`src/logic/dcwsp_pkg.sv`:
```
// Operation
// - Chain output can feed next device's data input
// - Select high presents bit 0 on chain output
// - Rising clock shifts in, next bit appears out
// - Full recirculation restores original register contents
// - Select falling loads wipers and stack-select latch
// - Chain output always driven with last bit
// - Bit0 stack flag, 1-8 pot1, 9-16 pot0
// - Data sampled on clock rise while select high
// - Power-up wipers at mid-scale 1000 0000
// - Stack flag selects pot0 (0) or pot1 (1)
`default_nettype none
package dcwsp_pkg;
    // ----------------------------------------------------------
    // Shift register layout
    // ----------------------------------------------------------
    localparam int          SHIFT_LEN     = 17;        // Bits per device
    localparam int          STACK_POS     = 0;         // Stack-select flag
    localparam int          POT1_MSB_POS  = 1;         // Pot 1 MSB
    localparam int          POT0_MSB_POS  = 9;         // Pot 0 MSB
    localparam int          WIPER_W       = 8;         // Wiper code width
    // ----------------------------------------------------------
    // Reset values
    // ----------------------------------------------------------
    localparam logic [7:0]  WIPER_RST     = 8'h80;     // Mid-scale code
    localparam logic [16:0] SHIFT_RST     = 17'h00000; // Shift reg at reset
    localparam logic        STACK_RST     = 1'h0;      // Stack flag at reset
endpackage : dcwsp_pkg
`default_nettype wire

```
`src/logic/dcwsp_sync.sv`:
```
`timescale 1ns/10ps
`default_nettype none
// ----------------------------------------------------------
// Two-flop synchroniser, one per bit
// ----------------------------------------------------------
module dcwsp_sync #(
    parameter int W = 3
) (
    input  wire logic         core_clk_i, // Sampling clock
    input  wire logic         rstn_i,     // Async reset, active low
    input  wire logic [W-1:0] async_i,    // Pin levels
    output logic      [W-1:0] sync_o      // Synchronised levels
);
    logic [W-1:0] meta_q; // First stage, read only by second

    // Register both stages
    always_ff @(posedge core_clk_i or negedge rstn_i) begin
        if (!rstn_i) begin
            meta_q <= '0;
            sync_o <= '0;
        end else begin
            meta_q <= async_i;
            sync_o <= meta_q;
        end
    end
endmodule : dcwsp_sync
`default_nettype wire

```
`src/logic/dcwsp_top.sv`:
```
`timescale 1ns/10ps
`default_nettype none
// ----------------------------------------------------------
// Daisy-chain wiper shift port, device side
// ----------------------------------------------------------
module dcwsp_top
    import dcwsp_pkg::*;
#(
    parameter int LEN = SHIFT_LEN
) (
    input  wire logic               core_clk_i,            // 100 MHz core clock
    input  wire logic               rstn_i,                // Power-up reset, active low
    input  wire logic               select_i,              // Port select pin, high active
    input  wire logic               sclk_i,                // Serial clock pin
    input  wire logic               sdata_i,               // Serial data pin
    output logic                    chain_out_o,           // Cascade output
    output logic [WIPER_W-1:0]      wiper_zero_terminal_o, // Pot 0 wiper code
    output logic [WIPER_W-1:0]      wiper_one_terminal_o,  // Pot 1 wiper code
    output logic [WIPER_W-1:0]      stacked_wiper_out_o,   // Stacked wiper code
    output logic                    stack_sel_o            // Latched stack flag
);
    // ----------------------------------------------------------
    // Pin synchronisation
    // ----------------------------------------------------------
    logic [2:0] pins_s;     // {select, clock, data} after two flops
    logic       sel_s;      // Synchronised select
    logic       clk_s;      // Synchronised serial clock
    logic       dat_s;      // Synchronised data

    dcwsp_sync #(.W(3)) u_sync (
        .core_clk_i (core_clk_i),
        .rstn_i     (rstn_i),
        .async_i    ({select_i, sclk_i, sdata_i}),
        .sync_o     (pins_s)
    );
    assign sel_s = pins_s[2];
    assign clk_s = pins_s[1];
    assign dat_s = pins_s[0];

    // ----------------------------------------------------------
    // State
    // ----------------------------------------------------------
    logic               sel_q, sel_d;     // Previous select level
    logic               clk_q, clk_d;     // Previous clock level
    logic               rise;             // Serial clock rising edge
    logic               sel_fall;         // Select falling edge
    logic               shift_en;         // Rise seen while selected
    logic [LEN-1:0]     shr_q, shr_d;     // Shift register, index = bit position
    logic [WIPER_W-1:0] pot1_view;        // Pot 1 field, MSB first
    logic [WIPER_W-1:0] pot0_view;        // Pot 0 field, MSB first
    logic [WIPER_W-1:0] w0_q, w0_d;       // Pot 0 latch
    logic [WIPER_W-1:0] w1_q, w1_d;       // Pot 1 latch
    logic               stk_q, stk_d;     // Stack-select latch
    logic               chain_out_q, chain_out_d;   // Chain output flop
    logic [WIPER_W-1:0] stacked_wiper_out_q, stacked_wiper_out_d;   // Stacked output flop

    // ----------------------------------------------------------
    // Edge detection
    // ----------------------------------------------------------
    // Previous pin levels and the strobes derived from them
    always_comb begin
        sel_d    = sel_s;
        clk_d    = clk_s;
        rise     = clk_s & ~clk_q;
        sel_fall = sel_q & ~sel_s;
        // One synchronised select both gates edges and finds its
        // fall, so a rise and a release never race each other
        shift_en = sel_s & rise;
    end

    // Register previous levels; reset matches the idle pins,
    // so no false edge follows reset
    always_ff @(posedge core_clk_i or negedge rstn_i) begin
        if (!rstn_i) begin
            sel_q <= 1'h0;
            clk_q <= 1'h0;
        end else begin
            sel_q <= sel_d;
            clk_q <= clk_d;
        end
    end

    // ----------------------------------------------------------
    // Shift register
    // ----------------------------------------------------------
    // Bit 0 sits at the chain output end: the first bit sent, the
    // stack flag, comes to rest there and is the first bit out.
    // A loop of exactly one frame therefore rotates every bit home.
    always_comb begin
        shr_d = shr_q;
        if (shift_en) begin
            // New bit enters the top, bit 0 leaves on the chain
            shr_d = {dat_s, shr_q[LEN-1:1]};
        end else begin
            // Deselected or no rise: edges fall through untouched
            shr_d = shr_q;
        end
    end

    // Register the shift chain
    always_ff @(posedge core_clk_i or negedge rstn_i) begin
        if (!rstn_i) begin
            shr_q <= SHIFT_RST;
        end else begin
            shr_q <= shr_d;
        end
    end

    // ----------------------------------------------------------
    // Field views
    // ----------------------------------------------------------
    // Each wiper field is stored MSB first from its lowest index;
    // one loop maps every bit of both fields
    for (genvar g = 0; g < WIPER_W; g++) begin : g_field
        assign pot1_view[WIPER_W-1-g] = shr_q[POT1_MSB_POS+g];
        assign pot0_view[WIPER_W-1-g] = shr_q[POT0_MSB_POS+g];
    end

    // ----------------------------------------------------------
    // Wiper and stack latches
    // ----------------------------------------------------------
    // Load only on select release, so a frame still in flight
    // never moves a wiper; a cut frame loads whatever it left
    always_comb begin
        w0_d  = w0_q;
        w1_d  = w1_q;
        stk_d = stk_q;
        if (sel_fall) begin
            // Release: take all three fields at once
            stk_d = shr_q[STACK_POS];
            w1_d  = pot1_view;
            w0_d  = pot0_view;
        end
    end

    // Register the latches; both wipers start at mid-scale
    always_ff @(posedge core_clk_i or negedge rstn_i) begin
        if (!rstn_i) begin
            w0_q  <= WIPER_RST;
            w1_q  <= WIPER_RST;
            stk_q <= STACK_RST;
        end else begin
            w0_q  <= w0_d;
            w1_q  <= w1_d;
            stk_q <= stk_d;
        end
    end

    // ----------------------------------------------------------
    // Output stage
    // ----------------------------------------------------------
    // Outputs come from next values so they move with their source
    always_comb begin
        // Last bit is always on the chain pin, selected or not
        chain_out_d = shr_d[0];
        // Stack flag picks which wiper reaches the stacked output
        stacked_wiper_out_d = stk_d ? w1_d : w0_d;
    end

    // Register the outputs; reset values agree with their sources
    always_ff @(posedge core_clk_i or negedge rstn_i) begin
        if (!rstn_i) begin
            chain_out_q <= SHIFT_RST[0];
            stacked_wiper_out_q <= WIPER_RST;
        end else begin
            chain_out_q <= chain_out_d;
            stacked_wiper_out_q <= stacked_wiper_out_d;
        end
    end

    assign chain_out_o           = chain_out_q;
    assign wiper_zero_terminal_o = w0_q;
    assign wiper_one_terminal_o  = w1_q;
    assign stacked_wiper_out_o   = stacked_wiper_out_q;
    assign stack_sel_o           = stk_q;
endmodule : dcwsp_top
`default_nettype wire
```
`config.mk`:
```
export PLATFORM = sky130hd
export DESIGN_NAME = dcwsp_top
export DESIGN_NICKNAME = d
export VERILOG_FILES = /design/src/logic/dcwsp_pkg.sv /design/src/logic/dcwsp_sync.sv /design/src/logic/dcwsp_top.sv
export SDC_FILE = /design/constraint.sdc
export NUM_CORES = 1
export LEC_CHECK = 0
export BUFFER_PORTS_ARGS = -buffer_cell sky130_fd_sc_hd__buf_4
export CORE_UTILIZATION = 45
export CTS_BUF_LIST = sky130_fd_sc_hd__clkbuf_8
export CTS_CLUSTER_SIZE = 28
export DETAILED_ROUTE_END_ITERATION = 8
export PLACE_DENSITY = 0.75
export SLEW_MARGIN = 30
export SYNTH_ARGS = -nofsm -noshare
export SYNTH_HDL_FRONTEND = slang
export SYNTH_SLANG_ARGS = --single-unit
```
`constraint.sdc`:
```
create_clock -name core_clk_i -period 2 [get_ports core_clk_i]
set_input_delay 0.1 -clock core_clk_i [delete_from_list [all_inputs] [get_ports core_clk_i]]
set_output_delay 0.1 -clock core_clk_i [all_outputs]
set_load 0.05 [all_outputs]
```
==> results of run 1 <==
## path summary, 6_finish.rpt
kind	start	to	slack (ns)	cells past startpoint
max	flop	stack_sel_o	0.59	1
min	rstn_i	stacked_wiper_out_o[6]	0.35	2
max reg2reg	u_sync.sync_o[2]	wiper_one_terminal_o[0]	0.67	2
min reg2reg	u_sync.meta_q[2]	u_sync.sync_o[2]	0.35	0
max in group asynchronous	rstn_i	stacked_wiper_out_o[0]	1.24	2
min in group core_clk_i	u_sync.meta_q[2]	u_sync.sync_o[2]	0.35	0
## sequential cells by signal, indices dropped and copies added (netlist names), named ones only
register / count
shr_q: 17
stacked_wiper_out_o: 8
wiper_one_terminal_o: 8
wiper_zero_terminal_o: 8
u_sync.meta_q: 3
u_sync.sync_o: 3
clk_q: 1
sel_q: 1
## metal layers
layer	up-vias	share of wire [%]	wire length, µm	global-route usage (%)
li1	476	-	-	-
met2	26	48	1470	23.3
met5	-	0	0	0
met1	529	46	1430	18.1
met4	0	2.1	66	8.16
met3	7	3.9	120	3.95
## worst register-to-register path: stages, from the launching register on
cell and delay, ns:
dfrtp_1 0.41, nand2b_4 0.42, mux2_2 0.39
## power groups by stage
stage	clock network (W)	registers, W	logic (W)
after floorplan	0	0.00192	0.000319
after global placement	0	0.00143	0.00112
after detailed placement	0	0.00144	0.00114
after CTS	0.000605	0.00142	0.00115
after global routing	0.000644	0.00145	0.00119
final	0.000585	0.00142	0.00113
## kinds of logic (layout without fill, tap and decap cells)
kind of cell           count (synthesis)  count (layout)  synth area share [%]
AND/OR/NAND/NOR                        2               2                  1.66
buffers and inverters                  6              42                  3.58
flip-flops                            50              50                  61.8
multiplexers                          58              58                  32.9
## stage by stage
step           std cells  power (W)  util [%]  worst slack [ns]  hold WS (ns)
2_1_floorplan        116    0.00224         -             0.664        -0.196
3_3_place_gp         192    0.00255      51.6             0.698         0.137
3_5_place_dp         192    0.00258      51.6             0.669         0.158
4_1_cts              204    0.00317      54.6             0.556         0.355
5_1_grt              204    0.00329      54.6             0.500         0.369
6_report             204    0.00314      54.6             0.587         0.346
## cells in the mapped netlist
library cell	instances
buf_12	2
buf_2	1
buf_6	2
clkbuf_2	1
dfrtp_1	47
dfstp_2	3
mux2_2	22
mux2_4	12
mux2i_1	24
nand2b_4	1
nand3b_4	1
## area by class of cell
class / count / area, µm² / share of cell area (%)
clock buffer: 6 / 82.6 / 3.47
clock inverter: 2 / 7.51 / 0.316
multi-input combinational: 60 / 702 / 29.5
sequential: 50 / 1250 / 52.8
tap: 52 / 65.1 / 2.74
timing repair buffer: 34 / 265 / 11.2
## repair_timing
item / 4_1_cts / 5_1_grt
hold buffers: 4 / 0
setup endpoints to repair: 0 / 0
gates resized for setup: 0 / 0
endpoints found under the hold margin: 50 / 0
==> flow_metrics.env, run 1 <==
export IMPL_synth_top_cells_by_area="dfrtp_1, mux2_2, mux2i_1, mux2_4, dfstp_2"
export IMPL_initial_core_util_pct=46.6
export IMPL_grtUsageTotal_pct=14.6
export IMPL_netlist_instances=116
export IMPL_route_vias_total=1038
export IMPL_route_detailed_vias_per_inst=5.09
export IMPL_powerDensity_nw_per_um2=1320
export IMPL_clock_latency_ns=0.30
export IMPL_final_min_clock_period_ns=1.41
export IMPL_power_ir_vdd_worst_v=0.000606
export IMPL_antenna_violations_before_repair=0
export IMPL_dp_final_hpwl_um=2010
export IMPL_clkTransAtPathRegs_ns=0.09
export IMPL_synthesis_nets=121
export IMPL_critical_path_slowest_cell="dfrtp_1"
export IMPL_cell_internal_pwr_w=0.00195
export IMPL_path_delay_family="flip-flops"
export IMPL_crit_buf_inv=1
export IMPL_worst_clock_skew_ns=0.0100
export IMPL_power_static_leakage_nw=1.19
export IMPL_worstPathArrival_ns=1.31
export IMPL_final_fill_count=349
export IMPL_cts_tree="built"
export IMPL_clk_tree_root_cell="clkbuf_8"
export IMPL_ctsHtreeMaxLevel=2
export IMPL_floorplan_rows=24
export IMPL_slowest_delay_ns=0.71
export IMPL_netlist_top_cell_by_area="dfrtp_1"
export IMPL_num_antenna_cells=0
export IMPL_layout_commonest_cell="dfrtp_1"
export IMPL_synth_seq_cells=50
export IMPL_critPathCaptureType="primary output"
export IMPL_layout_common_cells="dfrtp_1, buf_4, mux2i_1, mux2_2, mux2_4"
export IMPL_yosysUniqueCellTypes=11
export IMPL_io_count=31
export IMPL_rsz0062_at_grt="no"
export IMPL_timing_final_hold_violations=0
export IMPL_critical_path_cell_chain="buf_4"
export IMPL_fmax_mhz=708
export IMPL_routed_wirelength_um=3080
export IMPL_setup_worst_path_start_class="flop"
export IMPL_postLayoutCellArea_um2=2380
export IMPL_power_switching_w=0.00118
export IMPL_power_share_combinational_pct=36.2
export IMPL_dr_first_iter_drc_count=33
export IMPL_worstPathMaxFanout=10
export IMPL_netlist_area_um2=2030
export IMPL_area_growth_syn_to_layout_pct=17.1
export IMPL_gr_total_overflow=0
export IMPL_cap_violations=0
export IMPL_design_die_area_um2=4780
export IMPL_post_drt_wl_per_cell_um=15.1
export IMPL_synth_yosys_seq_area_share_pct=61.8
export IMPL_design_final_nets=156
export IMPL_gp_congestion=0.684
export IMPL_synth_avg_cell_area_um2=17.5
export IMPL_firstDrtPassIters=3
export IMPL_remaining_drc_errors=0
export IMPL_worstPathRequired_ns=1.90
export IMPL_clock_power_share_pct=18.7
export IMPL_die_w_um=69.2
export IMPL_worst_hold_path_type="in -> async"
export IMPL_clock_sink_count=50
export IMPL_place_port_buffers=30
export IMPL_grt_start_max_net_pins=51
export IMPL_route_antenna_remaining_nets=0
export IMPL_clock_path_buffers=2
export IMPL_synthesis_yosys_warnings=0
export IMPL_via_count_of_the_first_global_routing_pass=1102
export IMPL_synthDominantCellAreaShare_pct=58.0
export IMPL_critPathKind="reg -> out"
export IMPL_vertical_die_dimension_um=69.2
export IMPL_tightest_slew_ns=0.601
export IMPL_maxSlewViolCount=0
export IMPL_p_seq_share_pct=45.2
export IMPL_core_area_um2=4350
export IMPL_first_pass_grt_wire_length_um=5310
export IMPL_setup_fix_bufs_post_cts=0
export IMPL_outcome="complete, no violations"
export IMPL_sw_share_pct=37.8
export IMPL_setup_viol_count_final=0
export IMPL_post_route_fraction_of_the_period_consumed_by_the_critical_path_pct=70.7
export IMPL_final_layout_size_suffix_gt1_share_pct=49.3
export IMPL_final_setup_tns_ns=0
export IMPL_postPlaceCellArea_um2=2250
export IMPL_numCtsBuffers=5
export IMPL_relSlewSlack_pct=60.0
Power figures use the tool's default switching activity.
==> run 2: changes to the inputs <==
ABC_AREA = 1   (was default)
PLACE_DENSITY = 0.78   (was 0.75)
clock period = 1.3 ns   (was 2 ns; I/O delays follow)
==> run 2 against run 1 <==
Compared with the run above: global-route usage is 2.0 points higher; core utilization is 1.8 points higher; count of clock-buffer cells in the layout is 1 lower; clock power is 43% higher; critical path type is now reg -> reg; critical endpoint is now stacked_wiper_out_o[5]; largest power group unchanged.
==> flow_metrics.env, run 2 <==
export IMPL_worstPathRequired_ns=1.49
export IMPL_synthesis_yosys_warnings=0
export IMPL_outcome="complete, no violations"
export IMPL_yosys_top_cells_count="nand2_1, dfrtp_1, inv_1"
export IMPL_relSlewSlack_pct=60.4
export IMPL_num_antenna_cells=0
export IMPL_synthDominantCellAreaShare_pct=63.1
export IMPL_gp_congestion=0.780
export IMPL_clock_latency_ns=0.29
export IMPL_clock_path_buffers=2
export IMPL_netlist_area_um2=1860
export IMPL_grt_start_max_net_pins=51
export IMPL_count_of_flip_flops_with_a_built_in_enable_after_synthesis=0
export IMPL_firstDrtPassIters=4
export IMPL_final_layout_size_suffix_gt1_share_pct=20.4
export IMPL_yosys_most_used_dff="dfrtp_1"
export IMPL_asyncSetResetFlopFracSynth_pct=100
export IMPL_routed_wirelength_um=3270
export IMPL_gr_total_overflow=0
export IMPL_synth_seq_cells=50
export IMPL_final_min_clock_period_ns=1.15
export IMPL_area_growth_syn_to_layout_pct=21.1
export IMPL_numCtsBuffers=5
export IMPL_netlist_top_cell_by_area="dfrtp_1"
export IMPL_fmax_mhz=869
export IMPL_vertical_die_dimension_um=66.3
export IMPL_cts_resized_gates=0
export IMPL_antenna_violations_before_repair=0
export IMPL_largest_register="shr_q"
export IMPL_design_final_nets=234
export IMPL_design_power_total_w=0.00350
export IMPL_place_port_buffers=30
export IMPL_critical_path_cell_chain="inv_2 > nand2_4 > buf_4 > nand2_1 > nand2_1 > nand2_1 > nand2_1"
export IMPL_clock_sink_count=50
export IMPL_setup_viol_count_final=0
export IMPL_ctsHtreeMaxLevel=2
export IMPL_io_count=31
export IMPL_worstPathArrival_ns=1.34
export IMPL_synthesis_nets=196
export IMPL_cap_violations=0
export IMPL_critPathCaptureType="flop"
export IMPL_final_setup_tns_ns=0
export IMPL_crit_buf_inv=2
export IMPL_post_drt_wl_per_cell_um=11.7
export IMPL_netlist_instances=191
export IMPL_multi_input_area_um2=485
export IMPL_maxSlewViolCount=0
export IMPL_sequential_cell_area_um2=1250
export IMPL_largest_reg_flops=17
export IMPL_grtUsageTotal_pct=16.7
export IMPL_slowest_delay_ns=0.41
export IMPL_dp_final_hpwl_um=2320
export IMPL_post_place_ws_ns=0.159
export IMPL_worst_hold_path_type="in -> async"
export IMPL_cts_tree="built"
export IMPL_initial_core_util_pct=46.6
export IMPL_design_die_area_um2=4400
export IMPL_via_count_of_the_first_global_routing_pass=1200
export IMPL_post_route_fraction_of_the_period_consumed_by_the_critical_path_pct=88.5
export IMPL_setup_fix_bufs_post_cts=0
export IMPL_synth_top_cells_by_area="dfrtp_1, nand2_1, nand3_1, o21ai_0, dfstp_2"
export IMPL_yosysUniqueCellTypes=14
export IMPL_core_area_um2=4000
export IMPL_route_antenna_remaining_nets=0
export IMPL_power_static_leakage_nw=1.19
export IMPL_layout_commonest_cell="nand2_1"
export IMPL_route_detailed_vias_per_inst=4.68
export IMPL_tightest_slew_ns=0.594
export IMPL_remaining_drc_errors=0
export IMPL_die_w_um=66.3
export IMPL_worstPathMaxFanout=14
export IMPL_final_fill_count=349
export IMPL_floorplan_rows=23
export IMPL_path_delay_family="flip-flops"
export IMPL_setup_worst_path_start_class="flop"
export IMPL_route_vias_total=1311
export IMPL_critPathKind="reg -> reg"
export IMPL_layout_common_cells="nand2_1, dfrtp_1, buf_4, inv_1, nand3_1"
export IMPL_synth_avg_cell_area_um2=9.75
export IMPL_first_pass_grt_wire_length_um=5420
export IMPL_critical_path_slowest_cell="dfrtp_1"
export IMPL_powerDensity_nw_per_um2=1550
export IMPL_crit_top_cell="nand2_1"
export IMPL_synth_most_common_cell="nand2_1"
export IMPL_rsz0062_at_grt="no"
export IMPL_power_ir_vdd_worst_v=0.000712
export IMPL_timing_final_hold_violations=0
export IMPL_clk_tree_root_cell="clkbuf_8"
export IMPL_dr_first_iter_drc_count=111
export IMPL_setup_slack_ns=0.149
export IMPL_clkTransAtPathRegs_ns=0.09
export IMPL_synth_yosys_seq_area_share_pct=67.4
export IMPL_worst_clock_skew_ns=0.00748
==> run 2: per-stage QoR <==
stage	area [µm²]	cells	hold WS, ns	util (%)
after floorplan	1860	191	-0.231	-
after global placement	2130	268	0.111	53.3
after detailed placement	2130	268	0.115	53.3
after CTS	2260	280	0.337	56.4
after global routing	2260	280	0.367	56.4
final	2260	280	0.314	56.4
==> run 2: worst register-to-register path, delay by kind of cell, from the launching register on <==
| kind | cells | cell delay [ns] |
|---|---|---|
| buffers and inverters | 2 | 0.31 |
| DFF | 1 | 0.41 |
| and+or+nand+nor | 5 | 0.35 |
==> run 2: final timing paths <==
check	depth (start not counted)	to	slack, ns	from
setup / recovery	7	stacked_wiper_out_o[5]	0.15	u_sync.sync_o[2]
hold / removal	2	stacked_wiper_out_o[4]	0.31	rstn_i
setup reg to reg	7	stacked_wiper_out_o[5]	0.15	u_sync.sync_o[2]
hold reg to reg	0	u_sync.sync_o[1]	0.35	u_sync.meta_q[1]
max in group asynchronous	2	shr_q[2]	0.58	rstn_i
min in group core_clk_i	0	u_sync.sync_o[1]	0.35	u_sync.meta_q[1]
==> run 2: power by group <==
part	internal [W]	total, W	switching [W]
Combinational	0.000235	0.000814	0.000579
Sequential	0.00174	0.00185	0.000116
Clock	0.000366	0.000834	0.000468
==> run 2: logic make-up after synthesis <==
family / Yosys count / share of synthesized area (%)
AO/OA/AOI/OAI: 17 / 4.57
buffers and inverters: 27 / 6.58
AND/OR/NAND/NOR: 97 / 21.5
flip-flops: 50 / 67.4
==> run 2: final cells by class <==
cell class | instances | share of cell area [%]
Sequential cell | 50 | 55.6
Clock inverter | 3 | 0.610
Timing Repair Buffer | 38 | 13.1
Inverter | 20 | 3.33
Tap cell | 50 | 2.77
Multi-Input combinational cell | 114 | 21.5
Clock buffer | 5 | 3.05
==> run 2: routing by layer <==
layer,vias up,track usage [%],routed length (µm)
li1,666,-,-
met1,615,22.5,1540
met2,25,26.0,1560
met3,5,5.17,131
met4,0,4.26,30
met5,-,0,0
==> run 2: timing repair <==
action	CTS	global route
endpoints found under the setup margin	0	0
hold buffers	4	0
hold endpoints to repair	50	0
==> run 3: changes to the inputs <==
CORE_ASPECT_RATIO = 1.75   (was default)
REMOVE_ABC_BUFFERS = 1   (was default)
==> run 3 against run 2 <==
Compared with the run above: critical path type unchanged; combinational power barely moved; via count fell by 0.38%; global-route usage rose by 0.17 points; critical endpoint unchanged; non-clock buffer count unchanged.
==> flow_metrics.env, run 3 (synthesis gave the netlist of run 2 again) <==
export IMPL_core_area_um2=3900
export IMPL_instances_no_fill=278
export IMPL_power_static_leakage_nw=1.19
export IMPL_route_detailed_vias_per_inst=4.70
export IMPL_remaining_drc_errors=0
export IMPL_route_antenna_remaining_nets=0
export IMPL_worst_clock_skew_ns=0.00431
export IMPL_place_port_buffers=30
export IMPL_grt_start_max_net_pins=51
export IMPL_final_layout_size_suffix_gt1_share_pct=20.9
export IMPL_antenna_violations_before_repair=0
export IMPL_clock_path_buffers=2
export IMPL_outcome="complete, no violations"
export IMPL_io_count=31
export IMPL_dr_first_iter_drc_count=23
export IMPL_cell_internal_pwr_w=0.00239
export IMPL_design_power_total_w=0.00353
export IMPL_sw_share_pct=32.2
export IMPL_dp_final_hpwl_um=2230
export IMPL_rsz0062_at_grt="no"
export IMPL_final_min_clock_period_ns=1.17
export IMPL_route_vias_total=1306
export IMPL_maxSlewViolCount=0
export IMPL_power_ir_vdd_worst_v=0.000857
export IMPL_via_count_of_the_first_global_routing_pass=1235
export IMPL_cap_violations=0
export IMPL_ctsHtreeMaxLevel=2
export IMPL_clock_latency_ns=0.29
export IMPL_largest_reg_flops=17
export IMPL_initial_core_util_pct=47.7
export IMPL_area_growth_syn_to_layout_pct=21.6
export IMPL_clock_power_share_pct=24.6
export IMPL_placedCellCount=266
export IMPL_design_die_area_um2=4410
export IMPL_worstPathMaxFanout=13
export IMPL_clkTransAtPathRegs_ns=0.08
export IMPL_numCtsBuffers=5
export IMPL_die_w_um=50.6
export IMPL_post_route_fraction_of_the_period_consumed_by_the_critical_path_pct=90.2
export IMPL_setup_worst_path_start_class="flop"
export IMPL_post_drt_wl_per_cell_um=11.3
export IMPL_tightest_slew_ns=0.588
export IMPL_powerDensity_nw_per_um2=1560
export IMPL_power_share_combinational_pct=23.0
export IMPL_worstPathArrival_ns=1.35
export IMPL_worstPathRequired_ns=1.48
export IMPL_vertical_die_dimension_um=87.1
export IMPL_first_pass_grt_wire_length_um=5490
export IMPL_setup_viol_count_final=0
export IMPL_gp_congestion=0.758
export IMPL_fmax_mhz=852
export IMPL_relSlewSlack_pct=60.8
export IMPL_grtUsageTotal_pct=16.8
export IMPL_routed_wirelength_um=3130
export IMPL_p_seq_share_pct=52.4
export IMPL_crit_top_cell="nand2_1"
export IMPL_critical_path_slowest_cell="dfrtp_1"
export IMPL_timing_final_hold_violations=0
export IMPL_clk_tree_root_cell="clkbuf_8"
export IMPL_cts_tree="built"
export IMPL_firstDrtPassIters=4
export IMPL_critPathKind="reg -> reg"
export IMPL_gr_total_overflow=0
export IMPL_clock_sink_count=50
export IMPL_power_switching_w=0.00114
export IMPL_critical_path_cell_chain="inv_2 > nand2_4 > buf_4 > nand2_1 > nand2_1 > nand2_1 > nand2_1"
export IMPL_num_antenna_cells=0
export IMPL_design_final_nets=234
export IMPL_critPathCaptureType="flop"
export IMPL_slowest_delay_ns=0.41
export IMPL_floorplan_rows=30
export IMPL_number_of_cell_instances_on_the_worst_register_to_register_path=7
export IMPL_layout_commonest_cell="nand2_1"
export IMPL_largest_register="shr_q"
export IMPL_worst_hold_path_type="in -> async"
export IMPL_layout_common_cells="nand2_1, dfrtp_1, buf_4, inv_1, nand3_1"
[run 3: layout make-up]
class / instances / area [µm²]
tap: 48 / 60.1
inverter: 20 / 75.1
clock inverter: 2 / 8.76
clock buffer: 6 / 82.6
sequential: 50 / 1250
timing repair buffer: 38 / 295
fill: 361 / 1640
multi-input combinational: 114 / 488
[run 3: metrics by stage]
| stage | hold slack, ns | setup TNS, ns | utilization (%) | instance area, µm² | worst slack (ns) |
|---|---|---|---|---|---|
| after global routing | 0.360 | 0 | 58.0 | 2260 | 0.00147 |
| after floorplan | -0.231 | -0.537 | - | 1820 | -0.0316 |
| after global placement | 0.109 | 0 | 54.6 | 2130 | 0.167 |
| after detailed placement | 0.111 | 0 | 54.6 | 2130 | 0.135 |
| after CTS | 0.341 | 0 | 57.9 | 2260 | 0.112 |
| final | 0.321 | 0 | 58.0 | 2260 | 0.127 |
[run 3: power groups by stage]
stage / Combinational, W / Clock (W) / Sequential, W
4_1_cts: 0.000819 / 0.000902 / 0.00185
3_3_place_gp: 0.000791 / 0 / 0.00188
3_5_place_dp: 0.000807 / 0 / 0.00188
2_1_floorplan: 0.000177 / 0 / 0.00222
6_report: 0.000811 / 0.000869 / 0.00185
5_1_grt: 0.000877 / 0.000967 / 0.00187
[run 3: worst paths after layout]
kind,start,endpoint,slack [ns]
min in group core_clk_i,u_sync.meta_q[0],u_sync.sync_o[0],0.36
min reg2reg,u_sync.meta_q[0],u_sync.sync_o[0],0.36
max,u_sync.sync_o[2],stacked_wiper_out_o[5],0.13
max reg2reg,u_sync.sync_o[2],stacked_wiper_out_o[5],0.13
max in group asynchronous,rstn_i,wiper_one_terminal_o[0],0.58
min,rstn_i,u_sync.sync_o[2],0.32
[run 3: critical path: cells and delay by family (launching register included)]
family / cells / cell delay [ns]
simple gates: 5 / 0.32
buf+inv: 2 / 0.33
flops: 1 / 0.41
[run 3: timing repair]
item / 4_1_cts / 5_1_grt
setup buffers: 0 / 0
hold endpoints to repair: 50 / 0
hold buffers: 4 / 0
resized for setup: 0 / 1
endpoints found under the setup margin: 0 / 2
[run 3: per-layer routing]
| metal | global-route usage [%] | up-vias | wire length, µm |
|---|---|---|---|
| met5 | 0 | - | 0 |
| met4 | 6.82 | 0 | 31 |
| met3 | 4.19 | 2 | 89 |
| met2 | 29.9 | 25 | 1690 |
| met1 | 18.9 | 614 | 1320 |
| li1 | - | 665 | - |
